**config.mk**
```make
export PLATFORM = sky130hd
export DESIGN_NAME = oss_top
export DESIGN_NICKNAME = d
export VERILOG_FILES = /design/src/verilog/oss_pkg.sv /design/src/verilog/oss_top.sv
export SDC_FILE = /design/constraint.sdc
export NUM_CORES = 1
export LEC_CHECK = 0
export ABC_AREA = 1
export BUFFER_PORTS_ARGS = -buffer_cell sky130_fd_sc_hd__buf_2
export CORE_MARGIN = 3
export CORE_UTILIZATION = 40
export CTS_BUF_LIST = sky130_fd_sc_hd__clkbuf_8 sky130_fd_sc_hd__clkbuf_16
export DETAILED_ROUTE_END_ITERATION = 7
export PLACE_DENSITY_LB_ADDON = 0.25
export REMOVE_ABC_BUFFERS = 1
export SLEW_MARGIN = 0
export SYNTH_ARGS = -nofsm -noshare
export SYNTH_HDL_FRONTEND = slang
export SYNTH_SLANG_ARGS = --single-unit
```
**constraint.sdc**
```tcl
create_clock -name clk -period 10.3 [get_ports clk]
set_clock_uncertainty 0.1 [all_clocks]
set_input_delay 0.515 -clock clk [delete_from_list [all_inputs] [get_ports clk]]
set_output_delay 0.515 -clock clk [all_outputs]
set_load 0.02 [all_outputs]
```
**src/verilog/oss_pkg.sv**
```systemverilog
`default_nettype none
package oss_pkg;
  // ****************************************
  // bus identity and register offsets
  // ****************************************
  localparam logic [6:0] TARGET_ADDR      = 7'h39;
  localparam logic [7:0] OFS_ENABLES      = 8'h80;
  localparam logic [7:0] OFS_WAIT_TIME    = 8'h83;
  localparam logic [7:0] OFS_PROX_LO_THR  = 8'h89;
  localparam logic [7:0] OFS_PROX_HI_THR  = 8'h8b;
  localparam logic [7:0] OFS_PERSIST      = 8'h8c;
  localparam logic [7:0] OFS_CONFIG_ONE   = 8'h8d;
  localparam logic [7:0] OFS_PULSE_SETUP  = 8'h8e;
  localparam logic [7:0] OFS_GAIN_DRIVE   = 8'h8f;
  localparam logic [7:0] OFS_CONFIG_TWO   = 8'h90;
  localparam logic [7:0] OFS_EVENT_FLAGS  = 8'h93;
  localparam logic [7:0] OFS_PROX_RESULT  = 8'h9c;
  localparam logic [7:0] OFS_OFFSET_UR    = 8'h9d;
  localparam logic [7:0] OFS_OFFSET_DL    = 8'h9e;
  localparam logic [7:0] OFS_CONFIG_THREE = 8'h9f;
  localparam logic [7:0] OFS_CONFIG_FOUR  = 8'hab;
  localparam logic [7:0] OFS_PROX_CLR     = 8'he5;
  localparam logic [7:0] OFS_ALL_CLR      = 8'he7;
  // ****************************************
  // field positions
  // ****************************************
  localparam int EN_PON   = 0;
  localparam int EN_AEN   = 1;
  localparam int EN_PEN   = 2;
  localparam int EN_WEN   = 3;
  localparam int EN_PIEN  = 5;
  localparam int EN_GEST  = 6;
  localparam int CF1_WLONG = 1;
  localparam int CF2_PSIEN = 7;
  localparam int CF3_PCMP  = 5;
  localparam int CF3_MSK_U = 3;
  localparam int CF3_MSK_D = 2;
  localparam int CF3_MSK_L = 1;
  localparam int CF3_MSK_R = 0;
  localparam int CF4_GEST_MODE = 0;
  localparam int ST_PGSAT  = 6;
  localparam int ST_PINT   = 5;
  localparam int ST_PVALID = 1;
  localparam int ST_AVALID = 0;
  localparam logic [7:0] REG_RESET = 8'h00;
  localparam logic [3:0] WLONG_MULT = 4'hc;
  // ****************************************
  // timing, times in ns, counts at clk rate
  // ****************************************
  localparam int CLK_MHZ         = 100;
  localparam int WAIT_STEP_NS    = 2_780_000;
  localparam int WAIT_STEP_CYC   = WAIT_STEP_NS * CLK_MHZ / 1000;
  localparam int EXIT_SLEEP_NS   = 5_000_000;
  localparam int EXIT_SLEEP_CYC  = EXIT_SLEEP_NS * CLK_MHZ / 1000;
  localparam int PROX_CONV_NS    = 796_600;
  localparam int PROX_CONV_CYC   = PROX_CONV_NS * CLK_MHZ / 1000;
  localparam int ALS_CONV_NS     = 1_000_000;
  localparam int ALS_CONV_CYC    = ALS_CONV_NS * CLK_MHZ / 1000;
  localparam int PULSE_ON_NS     = 5_400;
  localparam int PULSE_ON_CYC    = PULSE_ON_NS * CLK_MHZ / 1000;
  localparam int PULSE_PER_NS    = 28_600;
  localparam int PULSE_PER_CYC   = PULSE_PER_NS * CLK_MHZ / 1000;
  // sequencer and serial states
  typedef enum logic [2:0] {S_SLEEP, S_IDLE, S_EXIT, S_PROX, S_GEST, S_WAIT, S_ALS} oss_seq_e;
  typedef enum logic [2:0] {I_IDLE, I_ADDR, I_CMD, I_WDATA, I_RDATA, I_SKIP} oss_i2c_e;
endpackage
`default_nettype wire

```
**src/verilog/oss_top.sv**
```systemverilog
// Operation
// - answer only target address 0x39
// - command byte sets pointer, data writes follow
// - repeated start read returns from pointer
// - plain read uses current pointer, advanced per data byte
// - reset enters sleep, oscillator stopped
// - addressed transaction wakes serial core temporarily
// - power bit starts oscillator, idle until engine
// - first sleep exit with engines adds pause
// - order idle prox gesture wait colour sleep
// - each state skipped by own enable
// - wait 2.78 ms steps up to 8.54 s
// - cycle end returns idle or sleep
// - sleep after interrupt keeps registers unchanged
// - interrupt clear or bit clear ends sleep
// - only prox and gesture pulse the led
// - config two bit7 enables saturation interrupt
// - config three bit5 enables gain compensation
// - config three bits3..0 mask photodiodes
// - 0xE7 clears all, 0xE5 clears prox; here both clear only pint and pgsat, avalid is never cleared
// - clears act on address-only transaction
// - reading prox result clears valid flag
// - persistence counts consecutive out-of-threshold results
// - prox flag readable, enable gates pin
`default_nettype none
module oss_top
  import oss_pkg::*;
#(
  parameter int WAIT_STEP  = WAIT_STEP_CYC,
  parameter int EXIT_PAUSE = EXIT_SLEEP_CYC,
  parameter int PROX_CONV  = PROX_CONV_CYC,
  parameter int ALS_CONV   = ALS_CONV_CYC
) (
  // clock and reset
  input  wire logic       clk,
  input  wire logic       rst_n,
  // serial bus pins
  input  wire logic       scl_i,
  input  wire logic       sda_i,
  output logic            sda_o,
  output logic            sda_oe,
  // photodiode front end
  input  wire logic [7:0] pd_up,
  input  wire logic [7:0] pd_down,
  input  wire logic [7:0] pd_left,
  input  wire logic [7:0] pd_right,
  input  wire logic       prox_saturated,
  // outputs to the chip
  output logic            led_drive_output,
  output logic            int_n,
  output logic            osc_running,
  output logic            serial_awake
);
  // ****************************************
  // pin synchronisers and bus events
  // ****************************************
  logic scl_m_q, scl_s_q, scl_p_q, sda_m_q, sda_s_q, sda_p_q;
  // two flops per pin, then a history copy
  always_ff @(posedge clk or negedge rst_n) begin
    if (!rst_n) begin
      {scl_m_q, scl_s_q, scl_p_q} <= 3'b111;
      {sda_m_q, sda_s_q, sda_p_q} <= 3'b111;
    end else begin
      {scl_m_q, scl_s_q, scl_p_q} <= {scl_i, scl_m_q, scl_s_q};
      {sda_m_q, sda_s_q, sda_p_q} <= {sda_i, sda_m_q, sda_s_q};
    end
  end
  logic scl_rise, scl_fall, bus_start, bus_stop;
  assign scl_rise  = scl_s_q & ~scl_p_q;
  assign scl_fall  = ~scl_s_q & scl_p_q;
  assign bus_start = scl_s_q & scl_p_q & sda_p_q & ~sda_s_q;
  assign bus_stop  = scl_s_q & scl_p_q & ~sda_p_q & sda_s_q;

  // ****************************************
  // register storage
  // ****************************************
  logic [7:0] enables_q, wait_time_value_q, lo_thr_q, hi_thr_q, persist_q, config_one_q;
  logic [7:0] pulse_setup_q, gain_drive_q, config_two_q, offset_ur_q, offset_dl_q;
  logic [7:0] config_three_q, config_four_q, prox_result_q;
  logic       pvalid_q, pint_q, pgsat_q, avalid_q;
  logic       wr_stb, rd_stb, clr_prox, clr_all;
  logic [7:0] wr_addr, wr_data, rd_addr, rd_data;
  logic       sleep_after_irq, gesture_mode_flag, int_pending;
  assign sleep_after_irq   = config_one_q[6];
  assign gesture_mode_flag = config_four_q[CF4_GEST_MODE];

  // read mux, reserved and unmapped read zero
  function automatic logic [7:0] reg_read(input logic [7:0] a);
    unique case (a)
      OFS_ENABLES:      reg_read = enables_q;
      OFS_WAIT_TIME:    reg_read = wait_time_value_q;
      OFS_PROX_LO_THR:  reg_read = lo_thr_q;
      OFS_PROX_HI_THR:  reg_read = hi_thr_q;
      OFS_PERSIST:      reg_read = persist_q;
      OFS_CONFIG_ONE:   reg_read = config_one_q;
      OFS_PULSE_SETUP:  reg_read = pulse_setup_q;
      OFS_GAIN_DRIVE:   reg_read = gain_drive_q;
      OFS_CONFIG_TWO:   reg_read = config_two_q;
      OFS_EVENT_FLAGS:  reg_read = {1'b0, pgsat_q, pint_q, 3'b000, pvalid_q, avalid_q};
      OFS_PROX_RESULT:  reg_read = prox_result_q;
      OFS_OFFSET_UR:    reg_read = offset_ur_q;
      OFS_OFFSET_DL:    reg_read = offset_dl_q;
      OFS_CONFIG_THREE: reg_read = config_three_q;
      OFS_CONFIG_FOUR:  reg_read = config_four_q;
      default:          reg_read = 8'h00;
    endcase
  endfunction
  assign rd_data = reg_read(rd_addr);

  // writable registers, untouched by sequencer sleep
  always_ff @(posedge clk or negedge rst_n) begin
    if (!rst_n) begin
      enables_q <= REG_RESET;  wait_time_value_q <= REG_RESET; lo_thr_q <= REG_RESET;
      hi_thr_q <= REG_RESET;   persist_q <= REG_RESET;         config_one_q <= REG_RESET;
      pulse_setup_q <= REG_RESET; gain_drive_q <= REG_RESET;   config_two_q <= REG_RESET;
      offset_ur_q <= REG_RESET; offset_dl_q <= REG_RESET;      config_three_q <= REG_RESET;
      config_four_q <= REG_RESET;
    end else if (wr_stb) begin
      unique case (wr_addr)
        OFS_ENABLES:      enables_q <= wr_data;
        OFS_WAIT_TIME:    wait_time_value_q <= wr_data;
        OFS_PROX_LO_THR:  lo_thr_q <= wr_data;
        OFS_PROX_HI_THR:  hi_thr_q <= wr_data;
        OFS_PERSIST:      persist_q <= wr_data;
        OFS_CONFIG_ONE:   config_one_q <= wr_data;
        OFS_PULSE_SETUP:  pulse_setup_q <= wr_data;
        OFS_GAIN_DRIVE:   gain_drive_q <= wr_data;
        OFS_CONFIG_TWO:   config_two_q <= wr_data;
        OFS_OFFSET_UR:    offset_ur_q <= wr_data;
        OFS_OFFSET_DL:    offset_dl_q <= wr_data;
        OFS_CONFIG_THREE: config_three_q <= wr_data;
        OFS_CONFIG_FOUR:  config_four_q <= wr_data;
        default:          ;
      endcase
    end
  end

  // ****************************************
  // serial target
  // ****************************************
  oss_i2c_e   i_state_q;
  logic [3:0] bit_cnt_q;
  logic [7:0] shift_q, tx_q, ptr_q;
  logic       ack_q, cmd_only_q;
  logic       rd_stb_q, wr_stb_q, clr_prox_q, clr_all_q;
  logic [7:0] wr_addr_q, wr_data_q;
  assign wr_stb  = wr_stb_q;
  assign wr_addr = wr_addr_q;
  assign wr_data = wr_data_q;
  assign rd_stb  = rd_stb_q;
  assign rd_addr = ptr_q;
  assign clr_prox = clr_prox_q;
  assign clr_all  = clr_all_q;

  // byte engine: shift on rise, drive on fall
  always_ff @(posedge clk or negedge rst_n) begin
    if (!rst_n) begin
      i_state_q <= I_IDLE; bit_cnt_q <= 4'h0; shift_q <= 8'h00; tx_q <= 8'h00;
      ptr_q <= 8'h00; ack_q <= 1'b0; cmd_only_q <= 1'b0; sda_oe <= 1'b0;
      wr_stb_q <= 1'b0; rd_stb_q <= 1'b0; wr_addr_q <= 8'h00; wr_data_q <= 8'h00;
      clr_prox_q <= 1'b0; clr_all_q <= 1'b0;
    end else begin
      wr_stb_q   <= 1'b0;
      rd_stb_q   <= 1'b0;
      clr_prox_q <= 1'b0;
      clr_all_q  <= 1'b0;
      if (bus_start || bus_stop) begin
        // command with no data byte: address access
        if (cmd_only_q) begin
          clr_prox_q <= (ptr_q == OFS_PROX_CLR);
          clr_all_q  <= (ptr_q == OFS_ALL_CLR);
        end
        cmd_only_q <= 1'b0;
        ack_q      <= 1'b0;
        sda_oe     <= 1'b0;
        bit_cnt_q  <= 4'h0;
        i_state_q  <= bus_start ? I_ADDR : I_IDLE;
      end else if (scl_rise) begin
        if (i_state_q == I_RDATA) begin
          // master ack slot after a sent byte
          if (bit_cnt_q == 4'h9) begin
            if (sda_s_q) i_state_q <= I_SKIP;
            else ack_q <= 1'b1;
          end
        end else if (!ack_q && i_state_q != I_IDLE && i_state_q != I_SKIP) begin
          shift_q   <= {shift_q[6:0], sda_s_q};
          bit_cnt_q <= bit_cnt_q + 4'h1;
        end
      end else if (scl_fall) begin
        if (ack_q) begin
          ack_q     <= 1'b0;
          sda_oe    <= 1'b0;
          bit_cnt_q <= 4'h0;
          if (i_state_q == I_RDATA) begin
            // load next byte from pointer
            tx_q      <= {rd_data[6:0], 1'b0};
            sda_oe    <= ~rd_data[7];
            bit_cnt_q <= 4'h1;
            rd_stb_q  <= 1'b1;
          end
        end else if (i_state_q == I_RDATA) begin
          if (bit_cnt_q == 4'h1) ptr_q <= ptr_q + 8'h01;
          if (bit_cnt_q < 4'h8) begin
            sda_oe    <= ~tx_q[7];
            tx_q      <= {tx_q[6:0], 1'b0};
            bit_cnt_q <= bit_cnt_q + 4'h1;
          end else begin
            sda_oe    <= 1'b0;
            bit_cnt_q <= 4'h9;
          end
        end else if (bit_cnt_q == 4'h8) begin
          unique case (i_state_q)
            I_ADDR: begin
              if (shift_q[7:1] == TARGET_ADDR) begin
                ack_q     <= 1'b1;
                sda_oe    <= 1'b1;
                i_state_q <= shift_q[0] ? I_RDATA : I_CMD;
              end else begin
                i_state_q <= I_SKIP;
              end
            end
            I_CMD: begin
              ptr_q      <= shift_q;
              cmd_only_q <= 1'b1;
              ack_q      <= 1'b1;
              sda_oe     <= 1'b1;
              i_state_q  <= I_WDATA;
            end
            I_WDATA: begin
              wr_stb_q   <= 1'b1;
              wr_addr_q  <= ptr_q;
              wr_data_q  <= shift_q;
              ptr_q      <= ptr_q + 8'h01;
              cmd_only_q <= 1'b0;
              ack_q      <= 1'b1;
              sda_oe     <= 1'b1;
            end
            default: ;
          endcase
        end
      end
    end
  end
  assign sda_o = 1'b0; // open drain, only pulls low

  // ****************************************
  // event flags and interrupt pin
  // ****************************************
  oss_seq_e   seq_q;
  logic       prox_done, als_done, prox_out, prox_fire;
  logic [7:0] prox_new;
  logic [3:0] persistence_filters_cnt_q;
  assign int_pending = (pint_q & enables_q[EN_PIEN])
                     | (pgsat_q & config_two_q[CF2_PSIEN]);
  assign prox_out  = (prox_new < lo_thr_q) || (prox_new > hi_thr_q);
  assign prox_fire = prox_out && (({1'b0, persistence_filters_cnt_q} + 5'h01) >= {1'b0, persist_q[7:4]});

  // persistence count, reset by in-threshold result
  always_ff @(posedge clk or negedge rst_n) begin
    if (!rst_n) persistence_filters_cnt_q <= 4'h0;
    else if (prox_done) begin
      if (!prox_out) persistence_filters_cnt_q <= 4'h0;
      else if (persistence_filters_cnt_q != 4'hf) persistence_filters_cnt_q <= persistence_filters_cnt_q + 4'h1;
    end
  end

  // sticky flags: set wins over clear
  always_ff @(posedge clk or negedge rst_n) begin
    if (!rst_n) begin
      pvalid_q <= 1'b0; pint_q <= 1'b0; pgsat_q <= 1'b0; avalid_q <= 1'b0;
      prox_result_q <= 8'h00;
    end else begin
      if (prox_done) prox_result_q <= prox_new;
      if (prox_done) pvalid_q <= 1'b1;
      else if (rd_stb && rd_addr == OFS_PROX_RESULT) pvalid_q <= 1'b0;
      if (prox_done && prox_fire) pint_q <= 1'b1;
      else if (clr_prox || clr_all) pint_q <= 1'b0;
      if (prox_done && prox_saturated) pgsat_q <= 1'b1;
      else if (clr_prox || clr_all) pgsat_q <= 1'b0;
      if (als_done) avalid_q <= 1'b1;
    end
  end

  // active low pin held while anything enabled pends
  always_ff @(posedge clk or negedge rst_n) begin
    if (!rst_n) int_n <= 1'b1;
    else int_n <= ~int_pending;
  end

  // ****************************************
  // proximity result from masked photodiodes
  // ****************************************
  logic [9:0] pd_sum;
  logic [8:0] pd_cmp;
  always_comb begin
    pd_sum = {2'b00, config_three_q[CF3_MSK_U] ? 8'h00 : pd_up}
           + {2'b00, config_three_q[CF3_MSK_D] ? 8'h00 : pd_down}
           + {2'b00, config_three_q[CF3_MSK_L] ? 8'h00 : pd_left}
           + {2'b00, config_three_q[CF3_MSK_R] ? 8'h00 : pd_right};
    pd_cmp = {1'b0, pd_sum[9:2]};
    if (config_three_q[CF3_PCMP] && (config_three_q[3:0] != 4'h0)) pd_cmp = {pd_sum[9:2], 1'b0};
    prox_new = pd_cmp[8] ? 8'hff : pd_cmp[7:0];
  end

  // ****************************************
  // sequencer
  // ****************************************
  logic [31:0] timer_q, pulse_tmr_q;
  logic [6:0]  pulses_q;
  logic        exited_q, state_done, led_q;
  logic [11:0] wait_steps;
  logic [3:0]  stage_en;
  assign stage_en = {enables_q[EN_AEN], enables_q[EN_WEN],
                     enables_q[EN_GEST] & gesture_mode_flag, enables_q[EN_PEN]};
  assign wait_steps = (12'h100 - {4'h0, wait_time_value_q})
                    * (config_one_q[CF1_WLONG] ? {8'h00, WLONG_MULT} : 12'h001);

  // first enabled stage at or after position
  function automatic oss_seq_e next_stage(input logic [3:0] en, input logic [2:0] from);
    next_stage = S_IDLE;
    if      (from <= 3'd0 && en[0]) next_stage = S_PROX;
    else if (from <= 3'd1 && en[1]) next_stage = S_GEST;
    else if (from <= 3'd2 && en[2]) next_stage = S_WAIT;
    else if (from <= 3'd3 && en[3]) next_stage = S_ALS;
  endfunction

  // done when timer spent, and for prox and gesture also the pulse train finished
  always_comb begin
    unique case (seq_q)
      S_EXIT:  state_done = (timer_q >= EXIT_PAUSE - 1);
      S_PROX:  state_done = (pulses_q == 7'h00) && (timer_q >= PROX_CONV - 1);
      S_GEST:  state_done = (pulses_q == 7'h00) && (timer_q >= PROX_CONV - 1);
      S_WAIT:  state_done = (timer_q >= {20'h0_0000, wait_steps} * WAIT_STEP - 1);
      S_ALS:   state_done = (timer_q >= ALS_CONV - 1);
      default: state_done = 1'b0;
    endcase
  end
  assign prox_done = (seq_q == S_PROX) && state_done;
  assign als_done  = (seq_q == S_ALS) && state_done;

  // flow between states
  always_ff @(posedge clk or negedge rst_n) begin
    if (!rst_n) begin
      seq_q <= S_SLEEP;
      exited_q <= 1'b0;
    end else if (!enables_q[EN_PON] && seq_q != S_SLEEP) begin
      seq_q <= S_SLEEP;
      exited_q <= 1'b0;
    end else begin
      unique case (seq_q)
        S_SLEEP: if (enables_q[EN_PON] && !(sleep_after_irq && int_pending)) begin
          if (!exited_q && (enables_q[EN_PEN] | enables_q[EN_GEST] | enables_q[EN_AEN])) begin
            seq_q <= S_EXIT;
            exited_q <= 1'b1;
          end else begin
            seq_q <= S_IDLE;
          end
        end
        S_IDLE:  seq_q <= (sleep_after_irq && int_pending) ? S_SLEEP : next_stage(stage_en, 3'd0);
        S_EXIT:  if (state_done) seq_q <= next_stage(stage_en, 3'd0);
        S_PROX:  if (state_done) seq_q <= next_stage(stage_en, 3'd1);
        S_GEST:  if (state_done) seq_q <= next_stage(stage_en, 3'd2);
        S_WAIT:  if (state_done) seq_q <= next_stage(stage_en, 3'd3);
        S_ALS:   if (state_done) seq_q <= (sleep_after_irq && int_pending) ? S_SLEEP : S_IDLE;
      endcase
    end
  end

  // state timer and led pulse train
  always_ff @(posedge clk or negedge rst_n) begin
    if (!rst_n) begin
      timer_q <= 32'h0000_0000; pulse_tmr_q <= 32'h0000_0000; pulses_q <= 7'h00;
    end else if (state_done || seq_q == S_IDLE || seq_q == S_SLEEP) begin
      timer_q     <= 32'h0000_0000;
      pulse_tmr_q <= 32'h0000_0000;
      pulses_q    <= {1'b0, pulse_setup_q[5:0]} + 7'h01;
    end else if (pulses_q != 7'h00 && (seq_q == S_PROX || seq_q == S_GEST)) begin
      if (pulse_tmr_q >= PULSE_PER_CYC - 1) begin
        pulse_tmr_q <= 32'h0000_0000;
        pulses_q    <= pulses_q - 7'h01;
      end else begin
        pulse_tmr_q <= pulse_tmr_q + 32'h0000_0001;
      end
    end else begin
      timer_q <= timer_q + 32'h0000_0001;
    end
  end

  // led only from prox and gesture
  always_ff @(posedge clk or negedge rst_n) begin
    if (!rst_n) led_q <= 1'b0;
    else led_q <= (seq_q == S_PROX || seq_q == S_GEST) && (pulses_q != 7'h00)
                  && (pulse_tmr_q < PULSE_ON_CYC);
  end
  assign led_drive_output = led_q;

  // oscillator runs outside sleep or while the serial engine is neither idle nor skipping, address phase included
  always_ff @(posedge clk or negedge rst_n) begin
    if (!rst_n) begin
      osc_running  <= 1'b0;
      serial_awake <= 1'b0;
    end else begin
      serial_awake <= (i_state_q != I_IDLE) && (i_state_q != I_SKIP) && (i_state_q != I_ADDR);
      osc_running  <= (seq_q != S_SLEEP) || ((i_state_q != I_IDLE) && (i_state_q != I_SKIP));
    end
  end
endmodule
`default_nettype wire

```
==> results of run 1 <==
[cell usage in the layout (no fill, tap or decap), types with 30 or more instances in the layout]
cell,Yosys,routed
sky130_fd_sc_hd__a21oi_1,78,71
sky130_fd_sc_hd__buf_2,11,40
sky130_fd_sc_hd__clkbuf_16,0,30
sky130_fd_sc_hd__dfrtp_1,251,251
sky130_fd_sc_hd__fa_1,77,77
sky130_fd_sc_hd__ha_1,165,158
sky130_fd_sc_hd__inv_1,450,452
sky130_fd_sc_hd__nand2_1,668,652
sky130_fd_sc_hd__nand3_1,120,117
sky130_fd_sc_hd__nand4_1,54,54
sky130_fd_sc_hd__nor2_1,242,233
sky130_fd_sc_hd__nor3_1,53,48
sky130_fd_sc_hd__o21ai_0,202,201
sky130_fd_sc_hd__xor2_1,55,54
[synth_stat cells, types with 21 or more instances]
cell type	n
sky130_fd_sc_hd__xor2_1	55
sky130_fd_sc_hd__nand4_1	54
sky130_fd_sc_hd__nor2_1	242
sky130_fd_sc_hd__xnor2_1	21
sky130_fd_sc_hd__o21ai_0	202
sky130_fd_sc_hd__dfrtp_1	251
sky130_fd_sc_hd__clkbuf_1	30
sky130_fd_sc_hd__inv_1	450
sky130_fd_sc_hd__fa_1	77
sky130_fd_sc_hd__nor3_1	53
sky130_fd_sc_hd__a21oi_1	78
sky130_fd_sc_hd__nand2_1	668
sky130_fd_sc_hd__nand3_1	120
sky130_fd_sc_hd__ha_1	165
[cells by family (layout without fill, tap and decap cells)]
kind of cell	count (synthesis)	in the layout	synth area share [%]
and+or+nand+nor	1225	1225	26.4
buffers and inverters	504	583	9.67
AOI/OAI and AO/OA	365	365	10.2
DFF	258	258	32.3
adders and majority gates	242	242	18.0
xor gates and xnor gates	76	76	3.33
other	1	2	0.0187
muxes	1	1	0.0500
[path summary, 6_finish.rpt]
kind                       cells after the start           end                 start
max in group asynchronous                      4      seq_q[0]                 rst_n
max reg2reg                                   50   pulses_q[1]  wait_time_value_q[0]
min reg2reg                                    0       sda_s_q               sda_m_q
max                                           50   pulses_q[1]  wait_time_value_q[0]
min                                            3       pgsat_q        prox_saturated
min in group asynchronous                      2  serial_awake                 rst_n
[power groups by stage]
stage	clock (uW)	combinational (uW)	sequential, uW
2_1_floorplan	0	417	1140
3_3_place_gp	0	564	1150
3_5_place_dp	0	576	1150
4_1_cts	1080	582	1130
5_1_grt	1120	681	1140
6_report	1050	587	1130
[worst max-delay path, delay by kind of cell, from the launching register on]
| kind | cells | cell delay [ns] |
|---|---|---|
| DFF | 1 | 0.43 |
| adders and majority gates | 11 | 4.50 |
| buffers and inverters | 8 | 0.80 |
| AOI/OAI and AO/OA | 5 | 0.54 |
| and+or+nand+nor | 24 | 2.88 |
| xor gates and xnor gates | 2 | 0.35 |
[layout make-up]
type,instances,area [um2],share of cell area (%)
timing repair buffer,75,510,2.28
inverter,458,1720,7.67
tap,664,831,3.71
sequential,258,6460,28.8
clock buffer,38,850,3.79
multi-input combinational,1911,11900,53.2
clock inverter,12,120,0.536
[routing by layer]
layer	vias to the layer above	GRT usage, %	share of wire [%]
met5	-	0	0
met4	0	5.10	2.7
met3	88	2.14	3.9
met2	349	33.8	47
met1	8346	26.8	46
li1	8672	-	-
[metrics by stage]
step / setup TNS [ns] / setup WS, ns / utilization [%] / instances
CTS: 0 / 0.0871 / 44.8 / 3405
finish: 0 / 0.600 / 45.6 / 3416
floorplan: 0 / 0.717 / - / 2627
global placement: 0 / 0.194 / 42.7 / 3351
detailed placement: -0.274 / -0.0589 / 42.7 / 3351
global route: -0.543 / -0.0626 / 45.6 / 3416
[what timing repair did]
action,CTS,global route
setup buffers,1,10
endpoints found under the setup margin,24,89
resized for setup,7,70
gates cloned,0,1
endpoints found under the hold margin,90,0
pin swaps,2,15
hold buffers,3,0
==> reports/results.tsv, run 1 <==
metric	value	unit
run status	finished, final reports clean	
layout overhead on the synthesized area	12.0	%
number of buffers between clock root and the deepest sink	3	
number of vias per cell	5.11	
worst vdd ir	0.000123	V
largest fanout of any net on the critical path	9	
main flop type after synthesis	sky130_fd_sc_hd__dfrtp_1	
post-synthesis sequential area ratio	32.3	%
Synth Warn #	0	
final worst path period need	9.70	ns
post-synthesis instance area	20000	um2
endpoint type of the worst setup path	register	
Final Hold Slack	0.0848	ns
cts bufs inserted	29	
share of synthesized flip-flops with an asynchronous set or reset	100	%
cell repeated most along the worst path	sky130_fd_sc_hd__nand2_1	
number of global-route vias before repair	17100	
clock transition at the registers of the reported paths	0.06	ns
Synth area leader	sky130_fd_sc_hd__dfrtp_1	
EDFF count, synth	0	
Non-Filler Cell Area, Final	22400	um2
highest clock rate	0.103	GHz
fraction of power consumed by combinational cells	21.2	%
Clock Sink Count	258	
fraction of power spent switching nets	31.3	%
Die Y-Extent	230	um
CTS root buf	sky130_fd_sc_hd__clkbuf_16	
number of detailed-routing iterations run before antenna repair	6	
Worst EP required	10.65	ns
initial cell density of the core	40.7	%
Total Wirelength	52.7	mm
slowest library cell on the worst path	sky130_fd_sc_hd__fa_1	
number of antenna violations at the first check in global routing	0	
Avg Inst Size Synth	7.49	um2
Int Power	1900	uW
weighted congestion at the end of routability-driven global placement	0.902	
die span in x	230	um
post-route total power	2770	uW
HPWL reported at the end of detailed placement	40.7	mm
wire length per cell after detailed routing	15.4	um
slack of the worst reg-to-reg path	0.60	ns
share of post-route cells with drive strength above 1	8.65	%
biggest cell delay along the critical path	0.55	ns
final worst-path cycle share	94.2	%
total grt overflow	0	
H-tree depth reported by CTS	1	
Clock Latency Late Sink	0.59	ns
Worst setup SP type	register	
DRT iter0 DRCs	1189	
Power Density	124	nW/um2
number of buffer cells added on primary ports	41	
Die Outline Area	52800	um2
min-delay worst type	in -> reg	
GRT Total Usage	19.8	%
number of antenna repair diodes	0	
ranking of synthesized cells by area	sky130_fd_sc_hd__dfrtp_1, sky130_fd_sc_hd__nand2_1, sky130_fd_sc_hd__ha_1, sky130_fd_sc_hd__inv_1, sky130_fd_sc_hd__fa_1	
WS Path Type	reg -> reg	
fraction of post-synthesis cell area in the top cell type by area	31.4	%
Cell Area, Placed	21000	um2
post-layout net count	3012	
FP Rows	81	
CTS tree	done	
Final Hold Vio Count	0	
total number of vias	17500	
Yosys reg bits	258	
net switching component of the power	866	uW
number of antenna-violating nets in the routed design	0	
relative contribution of the clock network to total power	37.8	%
post-synthesis cell type count	59	
I/O pin count	43	
wire length of the first global-routing pass	86.6	mm
relative slew slack	19.4	%
Worst EP arrival	10.05	ns
share of power burned in registers	41.0	%
actual slew at the worst max-slew pin	1.20	ns
cell count after synthesis	2672	
largest net degree at the start of global routing	97	
DRC violations left	0	
setup violators final	0	
maxcap violations	0	
top flop regs	pulse_tmr_q: 32 flops, timer_q: 32 flops	
core outline area	49200	um2
static power due to leakage	0.0112	uW
total of fill cells in the finished design	4927	
total count of max-transition violations in the final report	0	
Note: power is estimated with default switching activity, not from simulation.
==> run 2: changes to the inputs <==
--- a/config.mk
+++ b/config.mk
@@ -5,13 +5,11 @@
 export SDC_FILE = /design/constraint.sdc
 export NUM_CORES = 1
 export LEC_CHECK = 0
-export ABC_AREA = 1
 export BUFFER_PORTS_ARGS = -buffer_cell sky130_fd_sc_hd__buf_2
 export CORE_MARGIN = 3
 export CORE_UTILIZATION = 40
 export CTS_BUF_LIST = sky130_fd_sc_hd__clkbuf_8 sky130_fd_sc_hd__clkbuf_16
 export DETAILED_ROUTE_END_ITERATION = 7
-export PLACE_DENSITY_LB_ADDON = 0.25
 export REMOVE_ABC_BUFFERS = 1
 export SLEW_MARGIN = 0
 export SYNTH_ARGS = -nofsm -noshare
==> constraint.sdc (replaced) <==
create_clock -name clk -period 10.3 [get_ports clk]
set_clock_uncertainty 0.1 [all_clocks]
set_input_delay 2.06 -clock clk [delete_from_list [all_inputs] [get_ports clk]]
set_output_delay 2.06 -clock clk [all_outputs]
set_load 0.02 [all_outputs]
==> run 2 against run 1 <==
- the flow now finishes with violations (setup timing)
- cell area grew 3.2%
- flip-flop and latch count did not move
- combinational power shrank 11%
- cell count is 16% lower
- maximum frequency decreased by 6.7%
- critical path type unchanged
- critical endpoint is now pulse_tmr_q[28]
- largest power group unchanged
==> reports/results.tsv, run 2 <==
metric	value	unit	change
EDFF count, synth	0		unchanged
static power due to leakage	0.0108	uW	-3.3%
DRC violations left	0		unchanged
GRT Total Usage	19.9	%	+0.13 points
highest-count cells in the layout ignoring fill and taps	sky130_fd_sc_hd__dfrtp_1, sky130_fd_sc_hd__inv_1, sky130_fd_sc_hd__ha_1		
share of power burned in registers	41.1	%	about the same
Worst EP arrival	10.78	ns	+0.73 ns
slowest library cell on the worst path	sky130_fd_sc_hd__or4b_4		
Worst setup SP type	register		
wire length per cell after detailed routing	17.9	um	+16%
share of synthesized flip-flops with an asynchronous set or reset	100	%	unchanged
largest net degree at the start of global routing	116		+20%
largest fanout of any net on the critical path	7		-2
Die Y-Extent	226	um	-1.5%
core outline area	47800	um2	-2.7%
relative slew slack	25.6	%	+6.2 points
busiest grt layer	met2		
setup violators final	28		+28
post-synthesis instance area	19400	um2	-3.0%
total count of max-transition violations in the final report	0		unchanged
Cell Count Post-Placement	2765		-17%
post-layout net count	2495		-17%
run status	finished with violations		
weighted congestion at the end of routability-driven global placement	0.876		-2.8%
Clock Latency Late Sink	0.58	ns	about the same
number of buffers between clock root and the deepest sink	3		unchanged
fraction of power consumed by combinational cells	19.8	%	-1.4 points
share of post-route cells with drive strength above 1	23.6	%	+15 points
min-delay worst type	reg -> reg		
CTS root buf	sky130_fd_sc_hd__clkbuf_16		
WS Path Type	reg -> reg		
actual slew at the worst max-slew pin	1.12	ns	-0.0878 ns
post-route total power	2650	uW	-4.4%
total number of vias	15900		-8.7%
ranking of synthesized cells by area	sky130_fd_sc_hd__dfrtp_1, sky130_fd_sc_hd__ha_1, sky130_fd_sc_hd__fa_1, sky130_fd_sc_hd__mux2_2, sky130_fd_sc_hd__inv_1		
highest clock rate	0.0962	GHz	-6.7%
layout overhead on the synthesized area	19.2	%	
violated checks	setup timing		
Setup WS post-layout	-0.0915	ns	-0.692 ns
main flop type after synthesis	sky130_fd_sc_hd__dfrtp_1		
net switching component of the power	790	uW	-8.8%
endpoint type of the worst setup path	register		
die span in x	226	um	-1.5%
Multi-input gate area	12600	um2	+6.0%
number of detailed-routing iterations run before antenna repair	5		-1
clock transition at the registers of the reported paths	0.06	ns	about the same
unrepaired setup endpoints after global routing	yes		
Final Hold Vio Count	0		unchanged
HPWL reported at the end of detailed placement	37.3	mm	-8.4%
Int Power	1860	uW	-2.4%
post-synthesis cell type count	86		+46%
cell types with the highest counts after synthesis	sky130_fd_sc_hd__dfrtp_1, sky130_fd_sc_hd__inv_1, sky130_fd_sc_hd__ha_1		
final worst path period need	10.39	ns	+0.692 ns
Die Outline Area	51200	um2	-3.0%
number of antenna repair diodes	0		unchanged
number of vias per cell	5.58		+9.3%
Clock Sink Count	258		unchanged
number of antenna violations at the first check in global routing	1		+1
Synth Warn #	0		unchanged
number of global-route vias before repair	16300		-4.7%
Avg Inst Size Synth	9.44	um2	+26%
biggest cell delay along the critical path	0.58	ns	+0.03 ns
fraction of power spent switching nets	29.8	%	-1.4 points
area used by sequential logic in the layout	6460	um2	unchanged
total grt overflow	0		unchanged
fraction of post-synthesis cell area in the top cell type by area	32.4	%	+0.98 points
wire length of the first global-routing pass	83.6	mm	-3.5%
dominant cell by count in the synthesized netlist	sky130_fd_sc_hd__dfrtp_1		
cell repeated most along the worst path	sky130_fd_sc_hd__ha_4		
GR Util met2	34.4	%	+0.57 points
Synth area leader	sky130_fd_sc_hd__dfrtp_1		
cell count after synthesis	2056		-23%
relative contribution of the clock network to total power	39.1	%	+1.3 points
DRT iter0 DRCs	1127		-5.2%
number of buffer cells added on primary ports	41		unchanged
total of fill cells in the finished design	4466		-9.4%
met3 Resource Use GR	2.69	%	+0.55 points
Worst EP required	10.69	ns	+0.04 ns
maxcap violations	0		unchanged
final worst-path cycle share	101	%	+6.7 points
most common cell after layout, fill and taps aside	sky130_fd_sc_hd__dfrtp_1		
cts bufs inserted	29		unchanged
Yosys reg bits	258		unchanged
Total Wirelength	51.1	mm	-3.0%
FP Rows	80		-1.2%
H-tree depth reported by CTS	1		unchanged
top flop regs	pulse_tmr_q: 32 flops, timer_q: 32 flops		
post-synthesis sequential area ratio	33.3	%	+1.0 points
M1 GR Usage	26.3	%	-0.54 points
number of antenna-violating nets in the routed design	0		unchanged
I/O pin count	43		unchanged
worst vdd ir	0.000120	V	-2.8%
CTS tree	done		
Power Density	114	nW/um2	-7.3%
initial cell density of the core	40.6	%	-0.16 points
post-layout utilization of the core	48.3	%	+2.7 points
number of non-filler instances in the completed layout	2854		-16%
-- run 2: final cells by class --
cell class                 count  area share (%)
inverter                     200            3.25
multi-input combinational   1521            54.6
timing repair buffer         206            6.78
sequential                   258            28.0
clock inverter                22           0.768
clock buffer                  32            3.32
tap                          615            3.33
-- run 2: per-layer routing --
layer | up-vias | wire length, um
li1 | 7610 | -
met2 | 328 | 24900
met5 | - | 13
met3 | 99 | 1920
met4 | 2 | 1520
met1 | 7897 | 22800
-- run 2: power by group through the flow --
stage / Sequential, uW / Combinational [uW] / Clock [uW]
detailed placement: 1110 / 508 / 0
floorplan: 1100 / 352 / 0
global placement: 1110 / 490 / 0
CTS: 1090 / 520 / 1060
global route: 1090 / 596 / 1110
finish: 1090 / 524 / 1030
-- run 2: cell families (layout without fill, tap and decap cells) --
group | count (synthesis) | count (layout) | share of synthesized area [%]
and+or+nand+nor | 644 | 644 | 17.1
AOI/OAI and AO/OA | 422 | 422 | 14.5
buffers and inverters | 278 | 460 | 5.45
DFF | 258 | 258 | 33.3
adders and majority gates | 242 | 242 | 18.6
muxes | 118 | 118 | 6.82
xor gates and xnor gates | 93 | 93 | 4.20
other | 1 | 2 | 0.0193
-- run 2: timing repair --
item | CTS | global route
gates resized for setup | 70 | 123
setup endpoints to repair | 74 | 74
gates cloned | 1 | 2
hold buffers | 0 | 0
pin swaps | 46 | 74
setup buffers | 14 | 17
-- run 2: worst max-delay path, delay by kind of cell, from the launching register on --
family | cells | cell delay [ns]
adders and majority gates | 11 | 3.73
and+or+nand+nor | 14 | 2.95
AOI/OAI and AO/OA | 8 | 1.57
buffers and inverters | 10 | 1.05
xor gates and xnor gates | 3 | 0.49
DFF | 1 | 0.39
-- run 2: final timing paths --
check / startpoint / end / slack, ns / cells past startpoint
worst max-delay path: wait_time_value_q[1] / pulse_tmr_q[28] / -0.09 / 46
worst min register to register: scl_m_q / scl_s_q / 0.26 / 0
worst min-delay path: scl_m_q / scl_s_q / 0.26 / 0
worst max register to register: wait_time_value_q[1] / pulse_tmr_q[28] / -0.09 / 46
min in group asynchronous: rst_n / timer_q[12] / 1.43 / 1
max in group asynchronous: rst_n / exited_q / 7.02 / 2
-- run 2: stage by stage --
step	setup WS, ns	TNS [ns]	hold slack [ns]	instance area, um2
finish	-0.0915	-1.63	0.256	23100
global route	-0.567	-33.53	0.260	23100
CTS	-0.0189	-0.127	0.257	22500
detailed placement	-0.566	-30.94	0.249	21100
global placement	-0.307	-14.63	0.247	21100
floorplan	-1.69	-85.97	0.245	19100
==> run 3: changes to the inputs <==
--- a/config.mk
+++ b/config.mk
@@ -5,6 +5,7 @@
 export SDC_FILE = /design/constraint.sdc
 export NUM_CORES = 1
 export LEC_CHECK = 0
+export ABC_AREA = 1
 export BUFFER_PORTS_ARGS = -buffer_cell sky130_fd_sc_hd__buf_2
 export CORE_MARGIN = 3
 export CORE_UTILIZATION = 40
==> run 3 against run 2 <==
- the run now ends clean
- power is 8.3% higher
- register-to-register slack better by 0.55 ns
- maximum frequency is 5.6% higher
- clock power is 11% higher
- hold slack better by 0.0012 ns
- flip-flop and latch count stayed put
- highest routed layer is now met4
==> reports/results.tsv, run 3 (same netlist as run 1, synthesis figures left out) <==
metric	value	unit	change
run status	finished, final reports clean		
clock transition at the registers of the reported paths	0.06	ns	about the same
number of global-route vias before repair	17100		+4.8%
relative slew slack	21.6	%	-4.0 points
origin of the worst min-delay path	sda_m_q		
largest net degree at the start of global routing	132		+14%
final worst-path cycle share	95.5	%	-5.4 points
number of antenna repair diodes	0		unchanged
maxcap violations	0		unchanged
die span in x	230	um	+1.5%
number of detailed-routing iterations run before antenna repair	5		unchanged
DRT iter0 DRCs	1295		+15%
cell family contributing the most delay on the critical path	adder cells		
number of buffers added to fix hold violations after cts	0		unchanged
cts bufs inserted	31		+6.9%
HPWL reported at the end of detailed placement	40.6	mm	+8.8%
pre-CTS WS	-0.218	ns	+0.347 ns
WS Path Type	reg -> reg		
number of buffer and inverter instances along the worst setup path	10		unchanged
initial cell density of the core	40.7	%	+0.16 points
worst reg2reg path startpoint	wait_time_value_q[0]		
setup violators final	0		-100%
largest fanout of any net on the critical path	11		+4
worst vdd ir	0.000132	V	+9.8%
total number of vias	17600		+10%
total count of max-transition violations in the final report	0		unchanged
post-layout utilization of the core	46.1	%	-2.3 points
number of antenna violations at the first check in global routing	0		-1
biggest cell delay along the critical path	0.57	ns	about the same
layout overhead on the synthesized area	13.1	%	
core outline area	49200	um2	+2.7%
slack of the worst reg-to-reg path	0.46	ns	+0.55 ns
CTS tree	done		
GRT Total Usage	20.0	%	+0.093 points
Worst EP required	10.68	ns	about the same
Total Wirelength	53.3	mm	+4.4%
sum of negative setup slack	0	ns	+1.63 ns
DRC violations left	0		unchanged
Die Y-Extent	230	um	+1.5%
most common cell after layout, fill and taps aside	sky130_fd_sc_hd__nand2_1		
number of vias per cell	5.12		-8.2%
Final Hold Vio Count	0		unchanged
Clock Sink Count	258		unchanged
worst r2r path cells	52		+13%
highest-count cells in the layout ignoring fill and taps	sky130_fd_sc_hd__nand2_1, sky130_fd_sc_hd__inv_1, sky130_fd_sc_hd__dfrtp_1		
Power Density	127	nW/um2	+11%
top flop regs	pulse_tmr_q: 32 flops, timer_q: 32 flops		
actual slew at the worst max-slew pin	1.17	ns	+0.0558 ns
Worst setup SP type	register		
weighted congestion at the end of routability-driven global placement	0.903		+3.1%
number of antenna-violating nets in the routed design	0		unchanged
Worst EP arrival	10.22	ns	-0.56 ns
end point of the worst hold path	sda_s_q		
total grt overflow	0		unchanged
highest clock rate	0.102	GHz	+5.6%
slowest library cell on the worst path	sky130_fd_sc_hd__fa_1		
Die Outline Area	52800	um2	+3.1%
static power due to leakage	0.0112	uW	+4.0%
FP Rows	81		+1.3%
post-layout net count	3017		+21%
wire length per cell after detailed routing	15.6	um	-13%
H-tree depth reported by CTS	1		unchanged
I/O pin count	43		unchanged
CTS root buf	sky130_fd_sc_hd__clkbuf_16		
share of post-route cells with drive strength above 1	9.67	%	-14 points
final worst path period need	9.84	ns	-0.553 ns
wire length of the first global-routing pass	87.5	mm	+4.7%
endpoint of the most critical register-to-register path	prox_result_q[6]		
number of buffer cells added on primary ports	41		unchanged
min-delay worst type	reg -> reg		
cell repeated most along the worst path	sky130_fd_sc_hd__nand2_1		
worst hold path stage count	0		unchanged
Setup WS post-layout	0.462	ns	+0.553 ns
Clock Latency Late Sink	0.59	ns	about the same
endpoint type of the worst setup path	register		
number of buffers between clock root and the deepest sink	3		unchanged
[run 3: cell count changes in the layout (fill, tap and decap cells not counted), moves of 105 or more]
| cell | change |
|---|---|
| sky130_fd_sc_hd__inv_1 | +263 |
| sky130_fd_sc_hd__nand2_1 | +510 |
| sky130_fd_sc_hd__mux2_2 | -114 |
| sky130_fd_sc_hd__o21ai_0 | +105 |
| sky130_fd_sc_hd__nor2_1 | +114 |
| sky130_fd_sc_hd__buf_4 | -118 |
[run 3: final cells by class]
class | count | area (um2)
clock buffers | 42 | 927
clock inverters | 15 | 155
fillers | 4892 | 26500
inverters | 458 | 1720
multi-input cells | 1912 | 12000
flip-flops and latches | 258 | 6460
well taps | 664 | 831
repair buffers | 77 | 544
[run 3: repair_timing]
| item | in CTS | in global routing |
|---|---|---|
| pin swaps | 1 | 38 |
| buffers inserted | 0 | 20 |
| gates resized for setup | 10 | 87 |
| cloned | 0 | 2 |
| endpoints found under the setup margin | 75 | 89 |
[run 3: per-layer routing]
metal	vias to the layer above	wire length, um	GRT usage (%)
met2	417	25300	34.1
li1	8703	-	-
met1	8356	24600	27.5
met4	0	1200	4.73
met5	-	0	0
met3	77	2260	1.97
[run 3: where the power goes]
group	switching (uW)	internal [uW]	total [uW]
sequential	59.8	1070	1130
combinational	384	210	594
clock	442	699	1140
total	886	1980	2870
[run 3: metrics by stage]
step	instances	power [uW]	hold WS, ns	cell area (um2)
after floorplan	2627	1550	0.245	19800
after global placement	3347	1710	0.249	21000
after detailed placement	3347	1730	0.251	21000
after CTS	3404	2880	0.260	22100
after global routing	3426	3040	0.260	22600
final	3426	2870	0.257	22600
[run 3: worst max-delay path by stage]
stage,start,end,depth (start not counted)
finish,wait_time_value_q[0],prox_result_q[6],52
global route,wait_time_value_q[0],prox_result_q[5],62
CTS,wait_time_value_q[0],timer_q[7],55
detailed placement,wait_time_value_q[0],pulse_tmr_q[1],54
global placement,wait_time_value_q[0],pulse_tmr_q[3],52
floorplan,wait_time_value_q[0],pulse_tmr_q[7],61
[run 3: worst reg2reg max path, delay by kind of cell (launching register included)]
kind	cells	cell delay, ns
and+or+nand+nor	24	2.86
buffers and inverters	10	0.99
xor gates and xnor gates	2	0.33
AOI/OAI and AO/OA	5	0.51
DFF	1	0.42
adders and majority gates	11	4.49
